`config.mk`:
```
export PLATFORM = sky130hd
export DESIGN_NAME = rtc_timekeeper
export DESIGN_NICKNAME = d
export VERILOG_FILES = /design/src/verilog/base_tick_divider.v /design/src/verilog/bcd_wrap_inc.v /design/src/verilog/rtc_timekeeper.v
export VERILOG_INCLUDE_DIRS = /design/src /design/src/verilog
export SDC_FILE = /design/constraint.sdc
export NUM_CORES = 1
export LEC_CHECK = 0
export ABC_AREA = 0
export BUFFER_PORTS_ARGS = -buffer_cell sky130_fd_sc_hd__buf_4
export CAP_MARGIN = 20
export CORE_AREA = 2 2 121 123
export DETAILED_ROUTE_END_ITERATION = 8
export DIE_AREA = 0 0 123 125
export PLACE_DENSITY = 0.66
export SYNTH_ARGS = -nofsm -noshare
export SYNTH_HDL_FRONTEND = slang
export SYNTH_SLANG_ARGS = --single-unit
```
`constraint.sdc`:
```
create_clock -name clk -period 4.7 [get_ports clk]
set_input_delay 0.94 -clock clk [delete_from_list [all_inputs] [get_ports clk]]
set_output_delay 0.94 -clock clk [all_outputs]
set_load 0.01 [all_outputs]
```
`src/verilog/rtc_defines.vh`:
```
`ifndef RTC_DEFINES_VH
`define RTC_DEFINES_VH

// Register offsets on the register port.
`define OFS_TIMER_CONFIG     8'h06
`define OFS_SUBSECOND        8'h07
`define OFS_SECONDS          8'h08
`define OFS_MINUTES          8'h09
`define OFS_HOURS            8'h0A
`define OFS_WEEKDAY          8'h0B
`define OFS_MONTH_DAY        8'h0C
`define OFS_MONTH            8'h0D
`define OFS_YEAR             8'h0E
`define OFS_ALARM1_SECONDS   8'h0F

// Reset values.
`define RST_TIMER_CONFIG     8'h04
`define RST_SECONDS          8'h00
`define RST_MINUTES          8'h00
`define RST_HOURS            8'h00
`define RST_WEEKDAY          3'h1
`define RST_MONTH_DAY        8'h01
`define RST_MONTH            8'h01
`define RST_YEAR             8'h00
`define RST_ALARM1_SECONDS   8'h00

// Implemented bits of each register.
`define MSK_TIMER_CONFIG     8'h1F
`define MSK_SECONDS          8'h7F
`define MSK_MINUTES          8'h7F
`define MSK_HOURS            8'h7F
`define MSK_WEEKDAY          8'h07
`define MSK_MONTH_DAY        8'h3F
`define MSK_MONTH            8'h9F

// Field positions.
`define TMR_ENABLE_BIT       4
`define TMR_HOLD_BIT         3
`define TMR_REPEAT_BIT       2
`define HR_FORMAT_BIT        6
`define HR_PM_BIT            5
`define CENTURY_BIT          7
`define ALM1_MASK_BIT        7

// Timebase: clock rate and the base tick rate, both in Hz.
`define CLK_HZ               50000000
`define BASE_TICK_HZ         1024
`define BASE_TICK_CYCLES     (`CLK_HZ / `BASE_TICK_HZ)

// Calendar limits in BCD.
`define BCD_SEC_MAX          8'h59
`define BCD_YEAR_MAX         8'h99
`define BCD_MONTH_MAX        8'h12

`endif

```
`src/verilog/base_tick_divider.v`:
```
`timescale 1ns/10ps
module base_tick_divider #(
    parameter DIV = 48828
) (
    input  wire        clk,
    input  wire        sys_rst,
    output reg         tick_r
);

    reg  [15:0] cnt_r;

    always @(posedge clk or posedge sys_rst) begin
        if (sys_rst) begin
            cnt_r  <= 16'h0000;
            tick_r <= 1'b0;
        end else if (cnt_r == DIV[15:0] - 16'h0001) begin
            cnt_r  <= 16'h0000;
            tick_r <= 1'b1;
        end else begin
            cnt_r  <= cnt_r + 16'h0001;
            tick_r <= 1'b0;
        end
    end

endmodule

```
`src/verilog/bcd_wrap_inc.v`:
```
`timescale 1ns/10ps
module bcd_wrap_inc (
    input  wire [7:0] val,
    input  wire [7:0] low,
    input  wire [7:0] high,
    output reg  [7:0] nxt,
    output reg        wrap
);

    always @* begin
        wrap = (val >= high);
        if (wrap) begin
            nxt = low;
        end else if (val[3:0] >= 4'h9) begin
            nxt = {val[7:4] + 4'h1, 4'h0};
        end else begin
            nxt = val + 8'h01;
        end
    end

endmodule

```
`src/verilog/rtc_timekeeper.v`:
```
`timescale 1ns/10ps
`include "rtc_defines.vh"
// Functional notes
// - Without repeat, timer halts at zero.
// - With repeat, reload initial count in place of zero.
// - Tick select: 1024, 256, 64, 16 Hz.
// - Sub-second register read-only, resets zero.
// - Seconds BCD, tens 6:4, units 3:0.
// - Minutes BCD, tens 6:4, units 3:0.
// - Hours bit 6 selects 12/24 format.
// - Hours bit 5 is PM or twenties.
// - Hours bit 4 tens, 3:0 units.
// - Date BCD, tens 5:4, resets to 1.
// - Month BCD, tens bit 4, resets 1.
// - Month bit 7 is the century flag.
// - Year BCD, tens 7:4, units 3:0.
// - Alarm seconds mask in bit 7.
// - Alarm seconds BCD compare value.
// - Enable clear holds timer at initial count.
// - Hold freezes count; software clears with enable.
module rtc_timekeeper #(
    parameter BASE_DIV = `BASE_TICK_CYCLES
) (
    input  wire       clk,
    input  wire       sys_rst,
    input  wire [7:0] reg_addr,
    input  wire       reg_wr,
    input  wire [7:0] reg_wdata,
    input  wire       reg_rd,
    output reg  [7:0] reg_rdata_r,
    input  wire [7:0] timer_init,
    output reg  [7:0] timer_count_r,
    output reg        timer_expired_r,
    output reg        alarm1_seconds_hit_r
);

    localparam F_SEC   = 0;
    localparam F_MIN   = 1;
    localparam F_DATE  = 2;
    localparam F_MONTH = 3;
    localparam F_YEAR  = 4;

    reg  [7:0]  timer_cfg_r;
    reg  [9:0]  frac_r;
    reg  [7:0]  sec_r;
    reg  [7:0]  min_r;
    reg  [7:0]  hour_r;
    reg  [2:0]  weekday_r;
    reg  [7:0]  date_r;
    reg  [7:0]  month_r;
    reg  [7:0]  year_r;
    reg  [7:0]  alarm1_sec_r;
    wire        base_tick;
    wire        sec_pulse;
    wire [39:0] cur_vec;
    wire [39:0] low_vec;
    wire [39:0] high_vec;
    wire [39:0] nxt_vec;
    wire [4:0]  wrap_vec;
    reg  [7:0]  hour_nxt;
    reg         midnight;
    reg  [7:0]  rdata_nxt;
    reg         timer_tick;
    wire        wr_sec;
    wire        wr_min;
    wire        wr_hour;
    wire        wr_day;
    wire        wr_date;
    wire        wr_month;
    wire        wr_year;

    function is_leap;
        input [7:0] yr;
        input       cen;
        begin
            if (yr[4])
                is_leap = (yr[3:0] == 4'h2) || (yr[3:0] == 4'h6);
            else
                is_leap = (yr[3:0] == 4'h0) || (yr[3:0] == 4'h4) ||
                          (yr[3:0] == 4'h8);
            if (yr == 8'h00 && cen)
                is_leap = 1'b0;
        end
    endfunction

    function [7:0] month_last_day;
        input [7:0] mon;
        input [7:0] yr;
        input       cen;
        begin
            case (mon)
                8'h02: month_last_day = is_leap(yr, cen) ? 8'h29 : 8'h28;
                8'h04, 8'h06, 8'h09, 8'h11: month_last_day = 8'h30;
                default: month_last_day = 8'h31;
            endcase
        end
    endfunction

    function addr_is;
        input [7:0] a;
        input [7:0] ofs;
        begin
            addr_is = (a == ofs);
        end
    endfunction

    assign wr_sec   = reg_wr && addr_is(reg_addr, `OFS_SECONDS);
    assign wr_min   = reg_wr && addr_is(reg_addr, `OFS_MINUTES);
    assign wr_hour  = reg_wr && addr_is(reg_addr, `OFS_HOURS);
    assign wr_day   = reg_wr && addr_is(reg_addr, `OFS_WEEKDAY);
    assign wr_date  = reg_wr && addr_is(reg_addr, `OFS_MONTH_DAY);
    assign wr_month = reg_wr && addr_is(reg_addr, `OFS_MONTH);
    assign wr_year  = reg_wr && addr_is(reg_addr, `OFS_YEAR);

    base_tick_divider #(
        .DIV (BASE_DIV)
    ) u_div (
        .clk     (clk),
        .sys_rst (sys_rst),
        .tick_r  (base_tick)
    );

    // The fraction counts 1024 Hz ticks; its top seven bits are 1/128 s.
    always @(posedge clk or posedge sys_rst) begin
        if (sys_rst) begin
            frac_r <= 10'h000;
        end else if (wr_sec) begin
            frac_r <= 10'h000;
        end else if (base_tick) begin
            frac_r <= frac_r + 10'h001;
        end
    end

    assign sec_pulse = base_tick && (frac_r == 10'h3FF);

    // Seconds, minutes, date, month and year share one incrementer shape.
    assign cur_vec  = {year_r, {3'h0, month_r[4:0]}, date_r, min_r, sec_r};
    assign low_vec  = {8'h00, 8'h01, 8'h01, 8'h00, 8'h00};
    assign high_vec = {`BCD_YEAR_MAX, `BCD_MONTH_MAX,
                       month_last_day({3'h0, month_r[4:0]}, year_r,
                                      month_r[`CENTURY_BIT]),
                       `BCD_SEC_MAX, `BCD_SEC_MAX};

    genvar gi;
    generate
        for (gi = 0; gi < 5; gi = gi + 1) begin : g_field
            bcd_wrap_inc u_inc (
                .val  (cur_vec[gi*8 +: 8]),
                .low  (low_vec[gi*8 +: 8]),
                .high (high_vec[gi*8 +: 8]),
                .nxt  (nxt_vec[gi*8 +: 8]),
                .wrap (wrap_vec[gi])
            );
        end
    endgenerate

    // Next hour value in either format, with the midnight carry.
    always @* begin
        hour_nxt = hour_r;
        midnight = 1'b0;
        if (hour_r[`HR_FORMAT_BIT]) begin
            if (hour_r[4:0] == 5'h11) begin
                hour_nxt[4:0]        = 5'h12;
                hour_nxt[`HR_PM_BIT] = ~hour_r[`HR_PM_BIT];
                midnight             = hour_r[`HR_PM_BIT];
            end else if (hour_r[4:0] >= 5'h12) begin
                hour_nxt[4:0] = 5'h01;
            end else if (hour_r[3:0] >= 4'h9) begin
                hour_nxt[4:0] = 5'h10;
            end else begin
                hour_nxt[3:0] = hour_r[3:0] + 4'h1;
            end
        end else begin
            if (hour_r[5:0] >= 6'h23) begin
                hour_nxt[5:0] = 6'h00;
                midnight      = 1'b1;
            end else if (hour_r[3:0] >= 4'h9) begin
                hour_nxt[5:0] = {hour_r[5:4] + 2'h1, 4'h0};
            end else begin
                hour_nxt[3:0] = hour_r[3:0] + 4'h1;
            end
        end
    end

    // Calendar registers: a host write to a field takes that field.
    always @(posedge clk or posedge sys_rst) begin
        if (sys_rst) begin
            sec_r     <= `RST_SECONDS;
            min_r     <= `RST_MINUTES;
            hour_r    <= `RST_HOURS;
            weekday_r <= `RST_WEEKDAY;
            date_r    <= `RST_MONTH_DAY;
            month_r   <= `RST_MONTH;
            year_r    <= `RST_YEAR;
        end else begin
            if (wr_sec)
                sec_r <= reg_wdata & `MSK_SECONDS;
            else if (sec_pulse)
                sec_r <= nxt_vec[F_SEC*8 +: 8];

            if (wr_min)
                min_r <= reg_wdata & `MSK_MINUTES;
            else if (sec_pulse && wrap_vec[F_SEC])
                min_r <= nxt_vec[F_MIN*8 +: 8];

            if (wr_hour)
                hour_r <= reg_wdata & `MSK_HOURS;
            else if (sec_pulse && wrap_vec[F_SEC] && wrap_vec[F_MIN])
                hour_r <= hour_nxt;

            if (wr_day)
                weekday_r <= reg_wdata[2:0];
            else if (sec_pulse && wrap_vec[F_SEC] && wrap_vec[F_MIN] &&
                     midnight)
                weekday_r <= (weekday_r >= 3'h7) ? 3'h1
                                                 : weekday_r + 3'h1;

            if (wr_date)
                date_r <= reg_wdata & `MSK_MONTH_DAY;
            else if (sec_pulse && wrap_vec[F_SEC] && wrap_vec[F_MIN] &&
                     midnight)
                date_r <= nxt_vec[F_DATE*8 +: 8];

            if (wr_month)
                month_r <= reg_wdata & `MSK_MONTH;
            else if (sec_pulse && wrap_vec[F_SEC] && wrap_vec[F_MIN] &&
                     midnight && wrap_vec[F_DATE])
                month_r <= {month_r[`CENTURY_BIT] ^ wrap_vec[F_MONTH] &
                            wrap_vec[F_YEAR],
                            2'h0, nxt_vec[F_MONTH*8 +: 5]};

            if (wr_year)
                year_r <= reg_wdata;
            else if (sec_pulse && wrap_vec[F_SEC] && wrap_vec[F_MIN] &&
                     midnight && wrap_vec[F_DATE] && wrap_vec[F_MONTH])
                year_r <= nxt_vec[F_YEAR*8 +: 8];
        end
    end

    // Timer configuration and first alarm seconds.
    always @(posedge clk or posedge sys_rst) begin
        if (sys_rst) begin
            timer_cfg_r  <= `RST_TIMER_CONFIG;
            alarm1_sec_r <= `RST_ALARM1_SECONDS;
        end else begin
            if (reg_wr && addr_is(reg_addr, `OFS_TIMER_CONFIG))
                timer_cfg_r <= reg_wdata & `MSK_TIMER_CONFIG;
            if (reg_wr && addr_is(reg_addr, `OFS_ALARM1_SECONDS))
                alarm1_sec_r <= reg_wdata;
        end
    end

    // Slower timer rates are taken from the fraction counter.
    always @* begin
        case (timer_cfg_r[1:0])
            2'h0: timer_tick = base_tick;
            2'h1: timer_tick = base_tick && (frac_r[1:0] == 2'h3);
            2'h2: timer_tick = base_tick && (frac_r[3:0] == 4'hF);
            2'h3: timer_tick = base_tick && (frac_r[5:0] == 6'h3F);
            default: timer_tick = 1'b0;
        endcase
    end

    always @(posedge clk or posedge sys_rst) begin
        if (sys_rst) begin
            timer_count_r   <= 8'h00;
            timer_expired_r <= 1'b0;
        end else begin
            timer_expired_r <= 1'b0;
            if (!timer_cfg_r[`TMR_ENABLE_BIT]) begin
                timer_count_r <= timer_init;
            end else if (timer_cfg_r[`TMR_HOLD_BIT]) begin
                timer_count_r <= timer_count_r;
            end else if (timer_tick && timer_count_r != 8'h00) begin
                if (timer_count_r == 8'h01) begin
                    timer_expired_r <= 1'b1;
                    if (timer_cfg_r[`TMR_REPEAT_BIT])
                        timer_count_r <= timer_init;
                    else
                        timer_count_r <= 8'h00;
                end else begin
                    timer_count_r <= timer_count_r - 8'h01;
                end
            end
        end
    end

    // A masked seconds field always counts as matching.
    always @(posedge clk or posedge sys_rst) begin
        if (sys_rst) begin
            alarm1_seconds_hit_r <= 1'b0;
        end else begin
            alarm1_seconds_hit_r <= alarm1_sec_r[`ALM1_MASK_BIT] ||
                                    (alarm1_sec_r[6:0] == sec_r[6:0]);
        end
    end

    always @* begin
        case (reg_addr)
            `OFS_TIMER_CONFIG:   rdata_nxt = timer_cfg_r;
            `OFS_SUBSECOND:      rdata_nxt = {1'b0, frac_r[9:3]};
            `OFS_SECONDS:        rdata_nxt = sec_r;
            `OFS_MINUTES:        rdata_nxt = min_r;
            `OFS_HOURS:          rdata_nxt = hour_r;
            `OFS_WEEKDAY:        rdata_nxt = {5'h00, weekday_r};
            `OFS_MONTH_DAY:      rdata_nxt = date_r;
            `OFS_MONTH:          rdata_nxt = month_r;
            `OFS_YEAR:           rdata_nxt = year_r;
            `OFS_ALARM1_SECONDS: rdata_nxt = alarm1_sec_r;
            default:             rdata_nxt = 8'h00;
        endcase
    end

    always @(posedge clk or posedge sys_rst) begin
        if (sys_rst)
            reg_rdata_r <= 8'h00;
        else if (reg_rd)
            reg_rdata_r <= rdata_nxt;
    end

endmodule

```
; Word level (Yosys, flattened, before mapping)
; Index checks and enable logic that the tools add are counted.
[classes]
add_sub_neg = 16
n_lt_le_gt_ge = 14
n_eq_ne = 34
muxes = 56
n_bitwise = 3
reduce_logical = 41
[op_table]
columns = cell, n
row1 = $mux 8, 24
row2 = $pmux 8 s10, 1
row3 = $eq 8x4->1 const B, 8
row4 = $add 8x1->8 const B, 4
row5 = $ge 4x4->1 const B, 6
row6 = $add 4x1->4 const B, 5
row7 = $logic_and 1x1->1, 20
row8 = $mux 10, 2
row9 = $mux 5, 4
row10 = $mux 6, 3
row11 = $add 16x1->16 const B, 1
row12 = $eq 16x16->1 const B, 1
row13 = $eq 8x3->1 const B, 2
row14 = $ge 8x7->1 const B, 2
row15 = $mux 16, 1
row16 = $reduce_bool 2->1, 8
row17 = $mux 1, 14
row18 = $add 10x1->10 const B, 1
row19 = $eq 10x10->1 const B, 1
row20 = $eq 5x3->1 const B, 2
row21 = $eq 5x5->1 const B, 2
row22 = $ge 5x5->1 const B, 2
row23 = $pmux 5 s2, 1
row24 = $mux 3, 3
row25 = 38 further kinds, 46
[totals]
regBits = 109
in_bits = 28
out_inout_bits = 18
wordCells = 183

; Longest topological paths before layout
; Gate-level depths: netlist of the first run.
[logic_depth]
ltp_word = 13
depth_mapped = 16
ltp_nobuf = 15

; Modules after synthesis
; Synthesis of the first run repeated with hierarchy kept, for this count alone.
[unflattened]
cells_unflattened = 977
hier_area_um2 = 9083.7
[by_module_without_submodules]
columns = module, n_inst, cells_each, area_per_inst_um2, seq_area_each_um2
row1 = rtc_timekeeper, 1, 590, 5489.0, 2232.1
row2 = bcd_wrap_inc, 5, 62, 545.5, 0.0
row3 = base_tick_divider, 1, 77, 867.1, 425.4

; Worst setup path before layout of the first run
; Ideal clock, no wire load.
[synth_path]
path_kind = reg2reg
startpoint = register year_r[0]
endpoint = register year_r[1]
setup_ps = 126
arrival_ps = 3412
t_required_ps = 4574
path_slack_ps = 1162
path_stages_with_launch = 17
path_buffers = 1
synth_period_minus_slack_ps = 3538
path_cell_list = dfrtp_1 > inv_1 > ha_1 > nand4b_1 > nor4_1 > nor3_1 > or3_1 > a21oi_1 > a31oi_1 > ha_1 > or4b_2 > a21oi_1 > o21a_1 > or4_1 > clkbuf_2 > nor2_1 > a221o_1
[synth_via]
elab_chain_cells = 12
word_cells_on_any_way = 26
cone_classes = 1 x add/sub / 3 x order compare / 4 x eq/ne / 9 x mux / 9 x reduce/logical
[synth_lines]
columns = item, line
row1 = start: declaration, rtc_timekeeper.v:51  ; reg [7:0] year_r;
row2 = start signal: assignment, rtc_timekeeper.v:194  ; year_r <= `RST_YEAR;
row3 = start signal: assignment, rtc_timekeeper.v:233  ; year_r <= reg_wdata;
row4 = start signal: assignment, rtc_timekeeper.v:236  ; year_r <= nxt_vec[F_YEAR*8 +: 8];
row5 = $eq 4x3->1 / $logic_not 4->1 (equally long branches), rtc_timekeeper.v:79  ; is_leap = (yr[3:0] == 4'h0) || (yr[3:0] == 4'h4) ||
row6 = $logic_or 1x1->1 (2 in a row), rtc_timekeeper.v:79
row7 = $mux 1, rtc_timekeeper.v:76  ; if (yr[4])
row8 = $mux 1, rtc_timekeeper.v:81  ; if (yr == 8'h00 && cen)
row9 = $mux 1, rtc_timekeeper.v:91  ; case (mon)
row10 = $mux 1, rtc_timekeeper.v:92  ; 8'h02: month_last_day = is_leap(yr, cen) ? 8'h29 : 8'h28;
row11 = $pmux 5 s2, rtc_timekeeper.v:91
row12 = $ge 8x6->1, bcd_wrap_inc.v:11  ; wrap = (val >= high);
row13 = $logic_and 1x1->1 (2 in a row), rtc_timekeeper.v:235  ; midnight && wrap_vec[F_DATE] && wrap_vec[F_MONTH])
row14 = $reduce_bool 2->1 (no source line), -
; Several ways; a longest one is shown, not always the timed one. The select of a mux whose other input is x is not followed.
; A chain may end at the register's enable or synchronous reset.

; Final worst setup path of the first run
[layout_path]
startpoint = register year_r[0]
endpoint = register year_r[0]
; Same word-level chain as after synthesis.

==> results.txt, run 1 <==
Status - completed
CP top delay family - simple AND/OR/NAND/NOR gates
Crit path cell chain - inv_1, ha_1, nand4b_1, nor4_1, nor3_1, or3_1, a21oi_1, a31oi_1, ha_1, or4b_2, a21oi_1, o21a_1, or4_1, nor2_1, a221o_1
Distinct cells, synth - 70
Area added between synthesis and finish - 11.6%
Max Cap Viol - 0
Worst-path clk slew - 0.08 ns
Synth Area in Simple Gates - 21.0%
WP data arrival - 4.28 ns
Crit path launch type - flop
Pwr dens - 272 nW/um^2
Compound-cell area share of the yosys netlist - 17.6%
Yosys reg bits - 106
Final setup viols - 0
Initial antenna violation count - 0
Wire length per cell - 19.0 um
# IOs - 46
CTS tree - yes
Mapped Cells - 761
Synth Warn # - 0
Area of the multi-input gates - 3900 um^2
Top_reg_cell synth - dfrtp_1
Die width - 123 um
DRC - 0
Min-Delay Path Class - flop to flop
Sum Neg Setup Slack - 0 ns
Global-route wire length before repair - 30300 um
RSZ-0062 raised after global routing - false
Clock Path Buffers - 2
Vias in the first global route - 5844
Reg area - 2660 um^2
Max stage delay cell, worst path - or4b_2
Worst-Skew Late Latency - 0.36 ns
Buffers and inverters on the worst path - 1
Via density - 6.19
Antenna Violating Nets Remaining - 0
Vias - 6064
Post-synth EDFFs - 0
WP depth - 15
Routability cong. - 0.953
Slew headroom - 32.8%
Num CTS Buffers - 9
Post-layout min period - 4.03 ns
Worst setup EP type - flop
Post-synthesis mux area share - 7.00%
Pin count of the biggest net entering global routing - 79
Final hold violation count - 0
Nets - 859
FF-to-FF path depth - 15
GR Overflow Total - 0
All-Layer GR Usage - 25.2%
Final Slew Violations - 0
Peak supply drop - 166 uV
Die area - 15400 um^2
Layout cells sized above 1 - 13.3%
Hold Path Stages - 1
Period utilization - 85.8%
Worst Skew - 0.0103 ns
Crit path required time - 4.95 ns
Layout fillers - 1331
# hold bufs at CTS - 0
Depth of the CTS H-tree - 3
Net Count, Synth - 830
Xor-xnor portion of the synthesized cell area - 3.84%
DRT Pass-1 Iters - 5
Root buf cell - clkbuf_16
Setup CP Type - flop to flop
Fmax achieved - 248 MHz
Ys async rst share - 100%
Final WL - 18600 um
Starting density of the core - 48.2%
Chip Height - 125 um
Setup bufs post-CTS - 0
Mapped Area - 6850 um^2
Avg Cell Area, Syn - 9.00 um^2
Final worst slack - 0.666 ns
Antenna fix cells - 0
Pre-CTS setup slack - 0.751 ns
Main combinational cell family by area after synthesis - simple AND/OR/NAND/NOR gates
I/O Buffers - 45
Slowest stage delay, CP - 0.60 ns
Core ar. - 14200 um^2
Worst Tran Pin Value - 0.995 ns
Register area share after synthesis - 38.8%
Row Count - 44
Post-DP HPWL - 13400 um
Adder-Cell Fraction of Synth Area - 7.49%
Crit-path max FO - 8
Num Clock Sinks - 106
P_leak - 0.00331 uW
Drt initial violations - 439
CTS resizes - 0
## power breakdown
part / switching (uW) / total [uW] / internal, uW
logic: 183 / 316 / 133
clock network: 368 / 736 / 368
registers: 70.5 / 1030 / 959
## Yosys cell counts, types with 5 or more instances
| cell type | n | area, um^2 |
|---|---|---|
| nand2b_1 | 5 | 31.3 |
| ha_1 | 41 | 513 |
| nor3b_1 | 5 | 37.5 |
| a211oi_1 | 6 | 45.0 |
| o21ai_0 | 46 | 230 |
| o22ai_1 | 19 | 119 |
| xnor2_1 | 12 | 105 |
| and2_1 | 7 | 43.8 |
| nand3_1 | 32 | 160 |
| a21oi_1 | 38 | 190 |
| nor3_1 | 18 | 90.1 |
| inv_1 | 45 | 169 |
| a221o_1 | 12 | 120 |
| nor4_1 | 13 | 81.3 |
| mux2i_1 | 22 | 220 |
| xor2_1 | 18 | 158 |
| a31oi_1 | 9 | 56.3 |
| o311ai_0 | 5 | 43.8 |
| nand4_1 | 7 | 43.8 |
| dfrtp_1 | 102 | 2550 |
| nor2b_1 | 6 | 37.5 |
| mux2_2 | 21 | 236 |
| nand2_1 | 73 | 274 |
| clkbuf_1 | 28 | 105 |
| nor2_1 | 69 | 259 |
| and3_1 | 11 | 68.8 |
| a22oi_1 | 8 | 60.1 |
## layer usage
layer | routed length, um | vias to the layer above | GRT usage (%)
met3 | 1040 | 55 | 3.74
met4 | 760 | 0 | 11.6
met1 | 8100 | 2955 | 34.6
met2 | 8700 | 219 | 39.3
li1 | - | 2835 | -
met5 | 0 | - | 0
## state kept, by name (all words and copies together), names as in the netlist, 3 cells and up
| name | cells |
|---|---|
| u_div.cnt_r | 16 |
| frac_r | 10 |
| alarm1_sec_r | 8 |
| date_r | 8 |
| min_r | 8 |
| reg_rdata_r | 8 |
| sec_r | 8 |
| timer_count_r | 8 |
| year_r | 8 |
| hour_r | 7 |
| month_r | 6 |
| timer_cfg_r | 5 |
| weekday_r | 3 |
## worst reg2reg max path, stage by stage (launching register included)
cell and delay (ns):
dfrtp_1 0.43, inv_1 0.16, ha_1 0.22, nand4b_1 0.11, nor4_1 0.22, nor3_1 0.08, or3_1 0.35, a21oi_1 0.13
a31oi_1 0.06, ha_1 0.28, or4b_2 0.60, a21oi_1 0.20, o21a_1 0.30, or4_1 0.33, nor2_1 0.12, a221o_1 0.31
## cells by family (layout without fill, tap and decap cells)
group / after synthesis / count (layout)
buffers and inverters: 78 / 112
xor gates and xnor gates: 30 / 30
AOI/OAI and AO/OA: 183 / 183
muxes: 44 / 44
and+or+nand+nor: 279 / 279
adders and majority gates: 41 / 41
DFF: 106 / 106
## cells in the final DEF, fill, tap and decap left out, drive strengths merged, types with 5 or more instances in the layout
cell type  synthesis  layout
o21ai             46      46
nor2b              6       6
nand2             73      73
and2               8       8
nand3             33      33
nand2b             5       5
a22oi              8       8
a221o             12      12
ha                41      41
xor2              18      18
o22ai             19      19
o311ai             5       5
clkbuf            29      10
nor3              18      18
mux2              21      21
buf                4      51
a31oi              9       9
a21oi             38      38
and3              12      12
dfrtp            102     102
nor4              15      15
nor3b              5       5
mux2i             22      22
nor2              69      69
nand4              8       8
xnor2             12      12
a211oi             6       6
inv               45      47
## cell type report
| type | instances | share of cell area [%] |
|---|---|---|
| clock buffer | 10 | 3.00 |
| sequential | 106 | 34.8 |
| timing repair buffer | 51 | 5.27 |
| clock inverter | 6 | 0.671 |
| multi-input combinational | 577 | 51.0 |
| tap | 184 | 3.01 |
| inverter | 45 | 2.24 |
## path summary, 6_finish.rpt
| check | from | endpoint | slack (ns) |
|---|---|---|---|
| setup / recovery | year_r[0] | year_r[0] | 0.67 |
| hold / removal | u_div.cnt_r[0] | u_div.cnt_r[0] | 0.46 |
| setup reg to reg | year_r[0] | year_r[0] | 0.67 |
| hold reg to reg | u_div.cnt_r[0] | u_div.cnt_r[0] | 0.46 |
| max in group asynchronous | sys_rst | month_r[0] | 3.07 |
| min in group asynchronous | sys_rst | hour_r[1] | 0.57 |
## per-stage QoR
| stage | utilization [%] | area [um^2] | power [uW] | hold WS [ns] | std cells |
|---|---|---|---|---|---|
| after floorplan | - | 6850 | 1240 | 0.433 | 761 |
| after global placement | 51.6 | 7340 | 1350 | 0.447 | 962 |
| after detailed placement | 51.6 | 7340 | 1360 | 0.457 | 962 |
| after CTS | 53.6 | 7620 | 2080 | 0.468 | 978 |
| after global routing | 53.8 | 7640 | 2170 | 0.506 | 979 |
| final | 53.8 | 7640 | 2080 | 0.462 | 979 |
Power figures use the tool's default switching activity.
==> run 2: changes to the inputs <==
--- a/config.mk
+++ b/config.mk
@@ -6,13 +6,13 @@
 export SDC_FILE = /design/constraint.sdc
 export NUM_CORES = 1
 export LEC_CHECK = 0
-export ABC_AREA = 0
+export ABC_AREA = 1
 export BUFFER_PORTS_ARGS = -buffer_cell sky130_fd_sc_hd__buf_4
 export CAP_MARGIN = 20
-export CORE_AREA = 2 2 121 123
+export CORE_AREA = 3 3 127 129
 export DETAILED_ROUTE_END_ITERATION = 8
-export DIE_AREA = 0 0 123 125
-export PLACE_DENSITY = 0.66
+export DIE_AREA = 0 0 130 132
+export PLACE_DENSITY = 0.67
 export SYNTH_ARGS = -nofsm -noshare
 export SYNTH_HDL_FRONTEND = slang
 export SYNTH_SLANG_ARGS = --single-unit
==> run 2 against run 1 <==
Register-to-register slack improved by 1.4 ns. Critical path depth increased by 2. Critical endpoint is now date_r[3]. Sequential share of layout area decreased by 2.8 points. Global-route usage decreased by 1.3 points. Clock skew decreased by 0.0023 ns. Non-clock buffer count decreased by 4. Total power decreased by 4.3%.
==> results.txt, run 2 <==
I/O Buffers - 45 (unchanged)
Core ar. - 15100 um^2 (+6.6%)
Row Count - 45 (+2.3%)
Final hold violation count - 0 (unchanged)
Sum Neg Setup Slack - 0 ns (unchanged)
Setup bufs post-CTS - 0 (unchanged)
Top_reg_cell synth - dfrtp_1
Distinct cells, synth - 46 (-34%)
WP data arrival - 2.97 ns (-1.31 ns)
Top-count cell post-synth - nand2_1
Final Slew Violations - 0 (unchanged)
Fmax achieved - 374 MHz (+51%)
Die width - 130 um (+5.7%)
Top cell type's share of synthesized area - 33.9% (-3.4 points)
Num Clock Sinks - 106 (unchanged)
Starting density of the core - 49.7% (+1.5 points)
All-Layer GR Usage - 23.9% (-1.3 points)
Worst Skew - 0.00805 ns (-0.00229 ns)
Synth Warn # - 0 (unchanged)
# hold bufs at CTS - 0 (unchanged)
Max reg flops - 16 (unchanged)
Antenna Violating Nets Remaining - 0 (unchanged)
Via density - 5.41 (-13%)
Max Cap Viol - 0 (unchanged)
Crit path launch type - flop
# IOs - 46 (unchanged)
Worst-Skew Late Latency - 0.36 ns (about the same)
CTS tree - yes
Final worst slack - 2.03 ns (+1.36 ns)
CTS resizes - 0 (unchanged)
Ys async rst share - 100% (unchanged)
Avg Cell Area, Syn - 7.08 um^2 (-21%)
Min-Delay Path Class - flop to flop
Setup CP Type - flop to flop
Period utilization - 56.8% (-29 points)
Routability cong. - 0.932 (-2.2%)
Vias - 7039 (+16%)
Pre-CTS setup slack - 2.01 ns (+1.26 ns)
RSZ-0062 raised after global routing - false
Post-synth EDFFs - 0 (unchanged)
Pin count of the biggest net entering global routing - 67 (-15%)
Crit-path max FO - 7 (-1)
Clock Path Buffers - 2 (unchanged)
Vias in the first global route - 6464 (+11%)
Drt initial violations - 594 (+35%)
Global-route wire length before repair - 33000 um (+8.7%)
Slew headroom - 44.5% (+12 points)
DRC - 0 (unchanged)
Die area - 17200 um^2 (+12%)
Wire length per cell - 15.4 um (-19%)
DRT Pass-1 Iters - 6 (+1)
Status - completed
Pwr dens - 239 nW/um^2 (-12%)
Register area share after synthesis - 35.3% (-3.5 points)
Initial antenna violation count - 0 (unchanged)
Top Registers - u_div.cnt_r: 16 flops, frac_r: 10 flops
Final std cells w/o fill - 1301 (+33%)
Mapped Area - 7530 um^2 (+9.9%)
Biggest register - u_div.cnt_r
Peak supply drop - 164 uV (-1.3%)
Antenna fix cells - 0 (unchanged)
FF-to-FF path depth - 17 (+2)
Chip Height - 132 um (+5.6%)
Worst Tran Pin Value - 0.833 ns (-0.162 ns)
Worst-path clk slew - 0.07 ns (about the same)
Mapped Cells - 1064 (+40%)
Hold Path Stages - 1 (unchanged)
Root buf cell - clkbuf_16
Synth top cells by count - 286 x nand2_1, 133 x nand3_1, 113 x inv_1
Inst Count DP - 1286 (+34%)
Commonest non-fill, non-tap cell in the layout - nand2_1
Net Count, Synth - 1133 (+37%)
Yosys top cell by area - dfrtp_1
GR Overflow Total - 0 (unchanged)
Area added between synthesis and finish - 10.6%
P_leak - 0.00415 uW (+25%)
Nets - 1178 (+37%)
Synth area leaders - dfrtp_1 34%, nand2_1 14%, nand3_1 8.8%
Post-layout min period - 2.67 ns (-1.36 ns)
Depth of the CTS H-tree - 3 (unchanged)
Layout fillers - 1528 (+15%)
Final WL - 20100 um (+7.9%)
Worst setup EP type - flop
Final setup viols - 0 (unchanged)
Most frequent cells in the layout - 286 x nand2_1, 133 x nand3_1, 112 x inv_1
Yosys reg bits - 106 (unchanged)
Layout cells sized above 1 - 12.2% (-1.1 points)
Num CTS Buffers - 9 (unchanged)
Crit path required time - 5.00 ns (+0.05 ns)
Post-DP HPWL - 15100 um (+13%)
## run 2: kinds of logic after synthesis
| kind of cell | after synthesis | synth area share (%) |
|---|---|---|
| AND/OR/NAND/NOR | 605 | 36.4 |
| buffers and inverters | 155 | 8.11 |
| AO/OA/AOI/OAI | 124 | 9.51 |
| flip-flops | 106 | 35.3 |
| adder cells (fa/ha/maj) | 41 | 6.81 |
| XOR/XNOR | 33 | 3.84 |
## run 2: through the flow
stage                     utilization [%]  area (um^2)  total power (uW)  hold slack [ns]
final                                55.0         8330              1990            0.472
after global routing                 55.0         8330              2090            0.486
after CTS                            55.0         8330              2010            0.473
after floorplan                         -         7530              1160            0.433
after detailed placement             53.1         8040              1250            0.463
after global placement               53.1         8040              1250            0.454
## run 2: critical path: stages (launching register included)
cell	delay, ns
dfrtp_1	0.46
inv_1	0.14
ha_1	0.21
nand3_1	0.08
nor2_1	0.05
a211oi_1	0.27
nor2_1	0.07
a21oi_1	0.15
ha_1	0.26
inv_1	0.05
nor2_1	0.03
nand3_1	0.10
nand3_2	0.19
inv_1	0.21
nand3_1	0.11
o21ai_0	0.10
nand2_1	0.08
nand2_1	0.06
## run 2: where the power goes
part / switching [uW] / leakage (uW) / internal [uW]
combinational: 153 / 0.00262 / 89.4
sequential: 46.5 / 0.00139 / 946
clock: 345 / 0.000136 / 412
## run 2: routing by layer
metal | track usage, % | part of all wire [%]
met2 | 35.8 | 44
met5 | 0 | 0
met1 | 35.6 | 47
met4 | 6.58 | 2.1
met3 | 4.25 | 6.6
## run 2: path summary, 6_finish.rpt
check | from | to | slack (ns)
setup / recovery | year_r[4] | date_r[3] | 2.03
hold / removal | u_div.cnt_r[0] | u_div.cnt_r[0] | 0.47
setup reg to reg | year_r[4] | date_r[3] | 2.03
hold reg to reg | u_div.cnt_r[0] | u_div.cnt_r[0] | 0.47
max in group asynchronous | sys_rst | min_r[0] | 3.14
min in group asynchronous | sys_rst | u_div.tick_r | 0.75
## run 2: cell type report
type | count | area, um^2 | area share (%)
Clock buffer | 11 | 233 | 2.80
Clock inverter | 4 | 51.3 | 0.616
Inverter | 142 | 536 | 6.43
Multi-Input combinational cell | 803 | 4260 | 51.2
Sequential cell | 106 | 2660 | 31.9
Tap cell | 188 | 235 | 2.83
Timing Repair Buffer | 47 | 353 | 4.24
==> run 3: changes to the inputs <==
--- a/config.mk
+++ b/config.mk
@@ -6,13 +6,13 @@
 export SDC_FILE = /design/constraint.sdc
 export NUM_CORES = 1
 export LEC_CHECK = 0
-export ABC_AREA = 1
+export ABC_AREA = 0
 export BUFFER_PORTS_ARGS = -buffer_cell sky130_fd_sc_hd__buf_4
 export CAP_MARGIN = 20
-export CORE_AREA = 3 3 127 129
+export CORE_AREA = 3 3 122 124
 export DETAILED_ROUTE_END_ITERATION = 8
-export DIE_AREA = 0 0 130 132
-export PLACE_DENSITY = 0.67
+export DIE_AREA = 0 0 125 127
+export PLACE_DENSITY = 0.66
 export SYNTH_ARGS = -nofsm -noshare
 export SYNTH_HDL_FRONTEND = slang
 export SYNTH_SLANG_ARGS = --single-unit
==> constraint.sdc (replaced) <==
create_clock -name clk -period 2.59 [get_ports clk]
set_input_delay 0.518 -clock clk [delete_from_list [all_inputs] [get_ports clk]]
set_output_delay 0.518 -clock clk [all_outputs]
set_load 0.01 [all_outputs]
==> run 3 against run 2 <==
The flow now finishes with violations (setup timing). Count of clock-buffer cells in the layout unchanged. Clock skew increased by 0.0013 ns. Largest cell class unchanged. Critical endpoint is now year_r[0]. Routed wire length unchanged. Clock power increased by 81%. Maximum frequency decreased by 19%. Register-to-register slack got worse by 2.7 ns. Core utilization increased by 5.5 points. Via count decreased by 8.6%. Combinational power increased to 3.0 times the previous value.
==> results.txt, run 3 (synthesis gave the netlist of run 1 again) <==
Nets - 932 (-21%)
Clk pwr share - 34.9% (-3.1 points)
Failing checks - setup timing
Row Count - 43 (-4.4%)
WP data arrival - 3.53 ns (+0.56 ns)
Num CTS Buffers - 9 (unchanged)
Post-layout min period - 3.29 ns (+0.623 ns)
CP top delay family - simple AND/OR/NAND/NOR gates
DRC - 0 (unchanged)
Vias in the first global route - 6377 (-1.3%)
Post-DP HPWL - 14700 um (-3.1%)
Max stage delay cell, worst path - or4b_4
Fin area - 8400 um^2 (+0.87%)
Final WL - 20100 um (unchanged)
Wire length per cell - 19.1 um (+24%)
Chip Height - 127 um (-3.8%)
Layout cells sized above 1 - 24.0% (+12 points)
Crit path launch type - flop
Global-route wire length before repair - 32700 um (-1.0%)
Sw Share - 30.0% (+2.7 points)
# hold bufs at CTS - 0 (unchanged)
CTS tree - yes
Via density - 6.14 (+13%)
Antenna Violating Nets Remaining - 0 (unchanged)
# IOs - 46 (unchanged)
Pwr dens - 469 nW/um^2 (+96%)
Max reg flops - 16 (unchanged)
Final Slew Violations - 0 (unchanged)
Peak supply drop - 265 uV (+62%)
Worst-Skew Late Latency - 0.36 ns (about the same)
Period utilization - 127% (+70 points)
Psw - 1180 uW (+120%)
Pre-CTS setup slack - -0.873 ns (-2.88 ns)
I/O Buffers - 45 (unchanged)
Max Cap Viol - 0 (unchanged)
Biggest register - u_div.cnt_r
Crit path required time - 2.83 ns (-2.17 ns)
DRT Pass-1 Iters - 5 (-1)
P_leak - 0.00370 uW (-11%)
Starting density of the core - 49.3% (-0.37 points)
Top Registers - u_div.cnt_r: 16 flops, frac_r: 10 flops
Die width - 125 um (-3.8%)
Vias - 6431 (-8.6%)
Core ar. - 13900 um^2 (-8.4%)
Crit-path max FO - 5 (-2)
Commonest non-fill, non-tap cell in the layout - buf_4
Fmax achieved - 304 MHz (-19%)
Reg power frac - 46.5% (-3.3 points)
Antenna fix cells - 0 (unchanged)
Min-Delay Path Class - primary input to async pin
All-Layer GR Usage - 25.3% (+1.4 points)
GR Overflow Total - 0 (unchanged)
Buffers and inverters on the worst path - 1 (-2)
Final hold violation count - 0 (unchanged)
Sum Neg Setup Slack - -12.94 ns (-12.94 ns)
Die area - 15900 um^2 (-7.5%)
Final worst slack - -0.703 ns (-2.73 ns)
Clock Path Buffers - 2 (unchanged)
Crit path cell chain - inv_2, ha_4, nand4b_1, nor4_2, nor3_1, or3_1, a21oi_2, a31oi_1, ha_1, or4b_4, a21oi_4, o21a_4, or4_4, nor2_2, a221o_1
Area added between synthesis and finish - 22.6%
Layout fillers - 1193 (-22%)
Worst Tran Pin Value - 0.767 ns (-0.0651 ns)
Worst Skew - 0.00930 ns (+0.00126 ns)
Status - finished with violations
Cell Area, Placed - 7920 um^2 (-1.5%)
Final setup viols - 21 (+21)
Worst Hold Slack - 0.224 ns (-0.248 ns)
Worst setup EP type - flop
Worst-path clk slew - 0.08 ns (about the same)
Internal power - 2760 uW (+90%)
Setup CP Type - flop to flop
Slowest stage delay, CP - 0.50 ns (+0.04 ns)
Routability cong. - 0.932 (about the same)
Comb pwr share - 18.6% (+6.4 points)
Initial antenna violation count - 0 (unchanged)
Most frequent cells in the layout - 117 x buf_4, 102 x dfrtp_1, 73 x nand2_1
Slew headroom - 48.2% (+3.7 points)
Depth of the CTS H-tree - 3 (unchanged)
Num Clock Sinks - 106 (unchanged)
Pin count of the biggest net entering global routing - 47 (-30%)
RSZ-0062 raised after global routing - true
Root buf cell - clkbuf_16
Drt initial violations - 471 (-21%)
==> run 3: cell count changes in the layout (fill, tap and decap cells not counted), moves of 13 or more <==
cell     previous run  this run
buf_4              47       117
inv_1             112        42
inv_2              25         2
mux2_2              0        21
mux2i_1             0        22
nand2_1           286        73
nand3_1           133        30
nand4_1            24         7
nor2_1            101        67
o21ai_1            29         3
o22ai_1             6        19
==> run 3: worst reg2reg max path, stage by stage, from the launching register on <==
cell and delay [ns]:
dfrtp_1 0.40, inv_2 0.09, ha_4 0.14, nand4b_1 0.11, nor4_2 0.17, nor3_1 0.07
or3_1 0.33, a21oi_2 0.12, a31oi_1 0.05, ha_1 0.28, or4b_4 0.50, a21oi_4 0.20
o21a_4 0.19, or4_4 0.18, nor2_2 0.06, a221o_1 0.30
==> run 3: area by class of cell <==
cell class	count	area, um^2	area share, %
clock buffers	11	243	2.89
clock inverters	5	42.5	0.507
inverters	45	173	2.06
multi-input cells	577	4080	48.6
flip-flops and latches	106	2660	31.6
well taps	180	225	2.68
repair buffers	124	975	11.6
==> run 3: routing by layer <==
metal	part of all wire, %	track usage (%)	vias up
met1	43	34.4	3171
met2	47	41.4	249
li1	-	-	2972
met5	0	0	-
met3	7.4	4.18	39
met4	2.3	8.99	0
==> run 3: power by group through the flow <==
stage	Combinational (uW)	Sequential [uW]	Clock, uW
after floorplan	388	1860	0
after global placement	669	1860	0
after detailed placement	692	1860	0
after CTS	708	1830	1390
after global routing	803	1840	1450
final	735	1830	1370
==> run 3: per-stage QoR <==
| step | util (%) | std cells | power (uW) |
|---|---|---|---|
| CTS | 59.6 | 1047 | 3920 |
| floorplan | - | 761 | 2250 |
| global placement | 57.1 | 1029 | 2530 |
| finish | 60.5 | 1048 | 3940 |
| detailed placement | 57.1 | 1029 | 2550 |
| global route | 60.5 | 1048 | 4100 |
==> run 3: timing repair <==
action | in CTS | in global routing
setup endpoints to repair | 21 | 26
setup buffers | 2 | 1
pin swaps | 11 | 14
endpoints found under the hold margin | 0 | 0
gates resized for setup | 11 | 27
==> run 3: worst paths after layout <==
| check | from | endpoint | slack (ns) | depth (start not counted) |
|---|---|---|---|---|
| max in group asynchronous | sys_rst | timer_cfg_r[2] | 1.68 | 3 |
| max reg2reg | year_r[1] | year_r[0] | -0.70 | 15 |
| min | sys_rst | u_div.cnt_r[13] | 0.22 | 2 |
| max | year_r[1] | year_r[0] | -0.70 | 15 |
| min reg2reg | u_div.cnt_r[0] | u_div.cnt_r[0] | 0.47 | 1 |
| min in group clk | reg_rd | reg_rdata_r[4] | 0.42 | 2 |
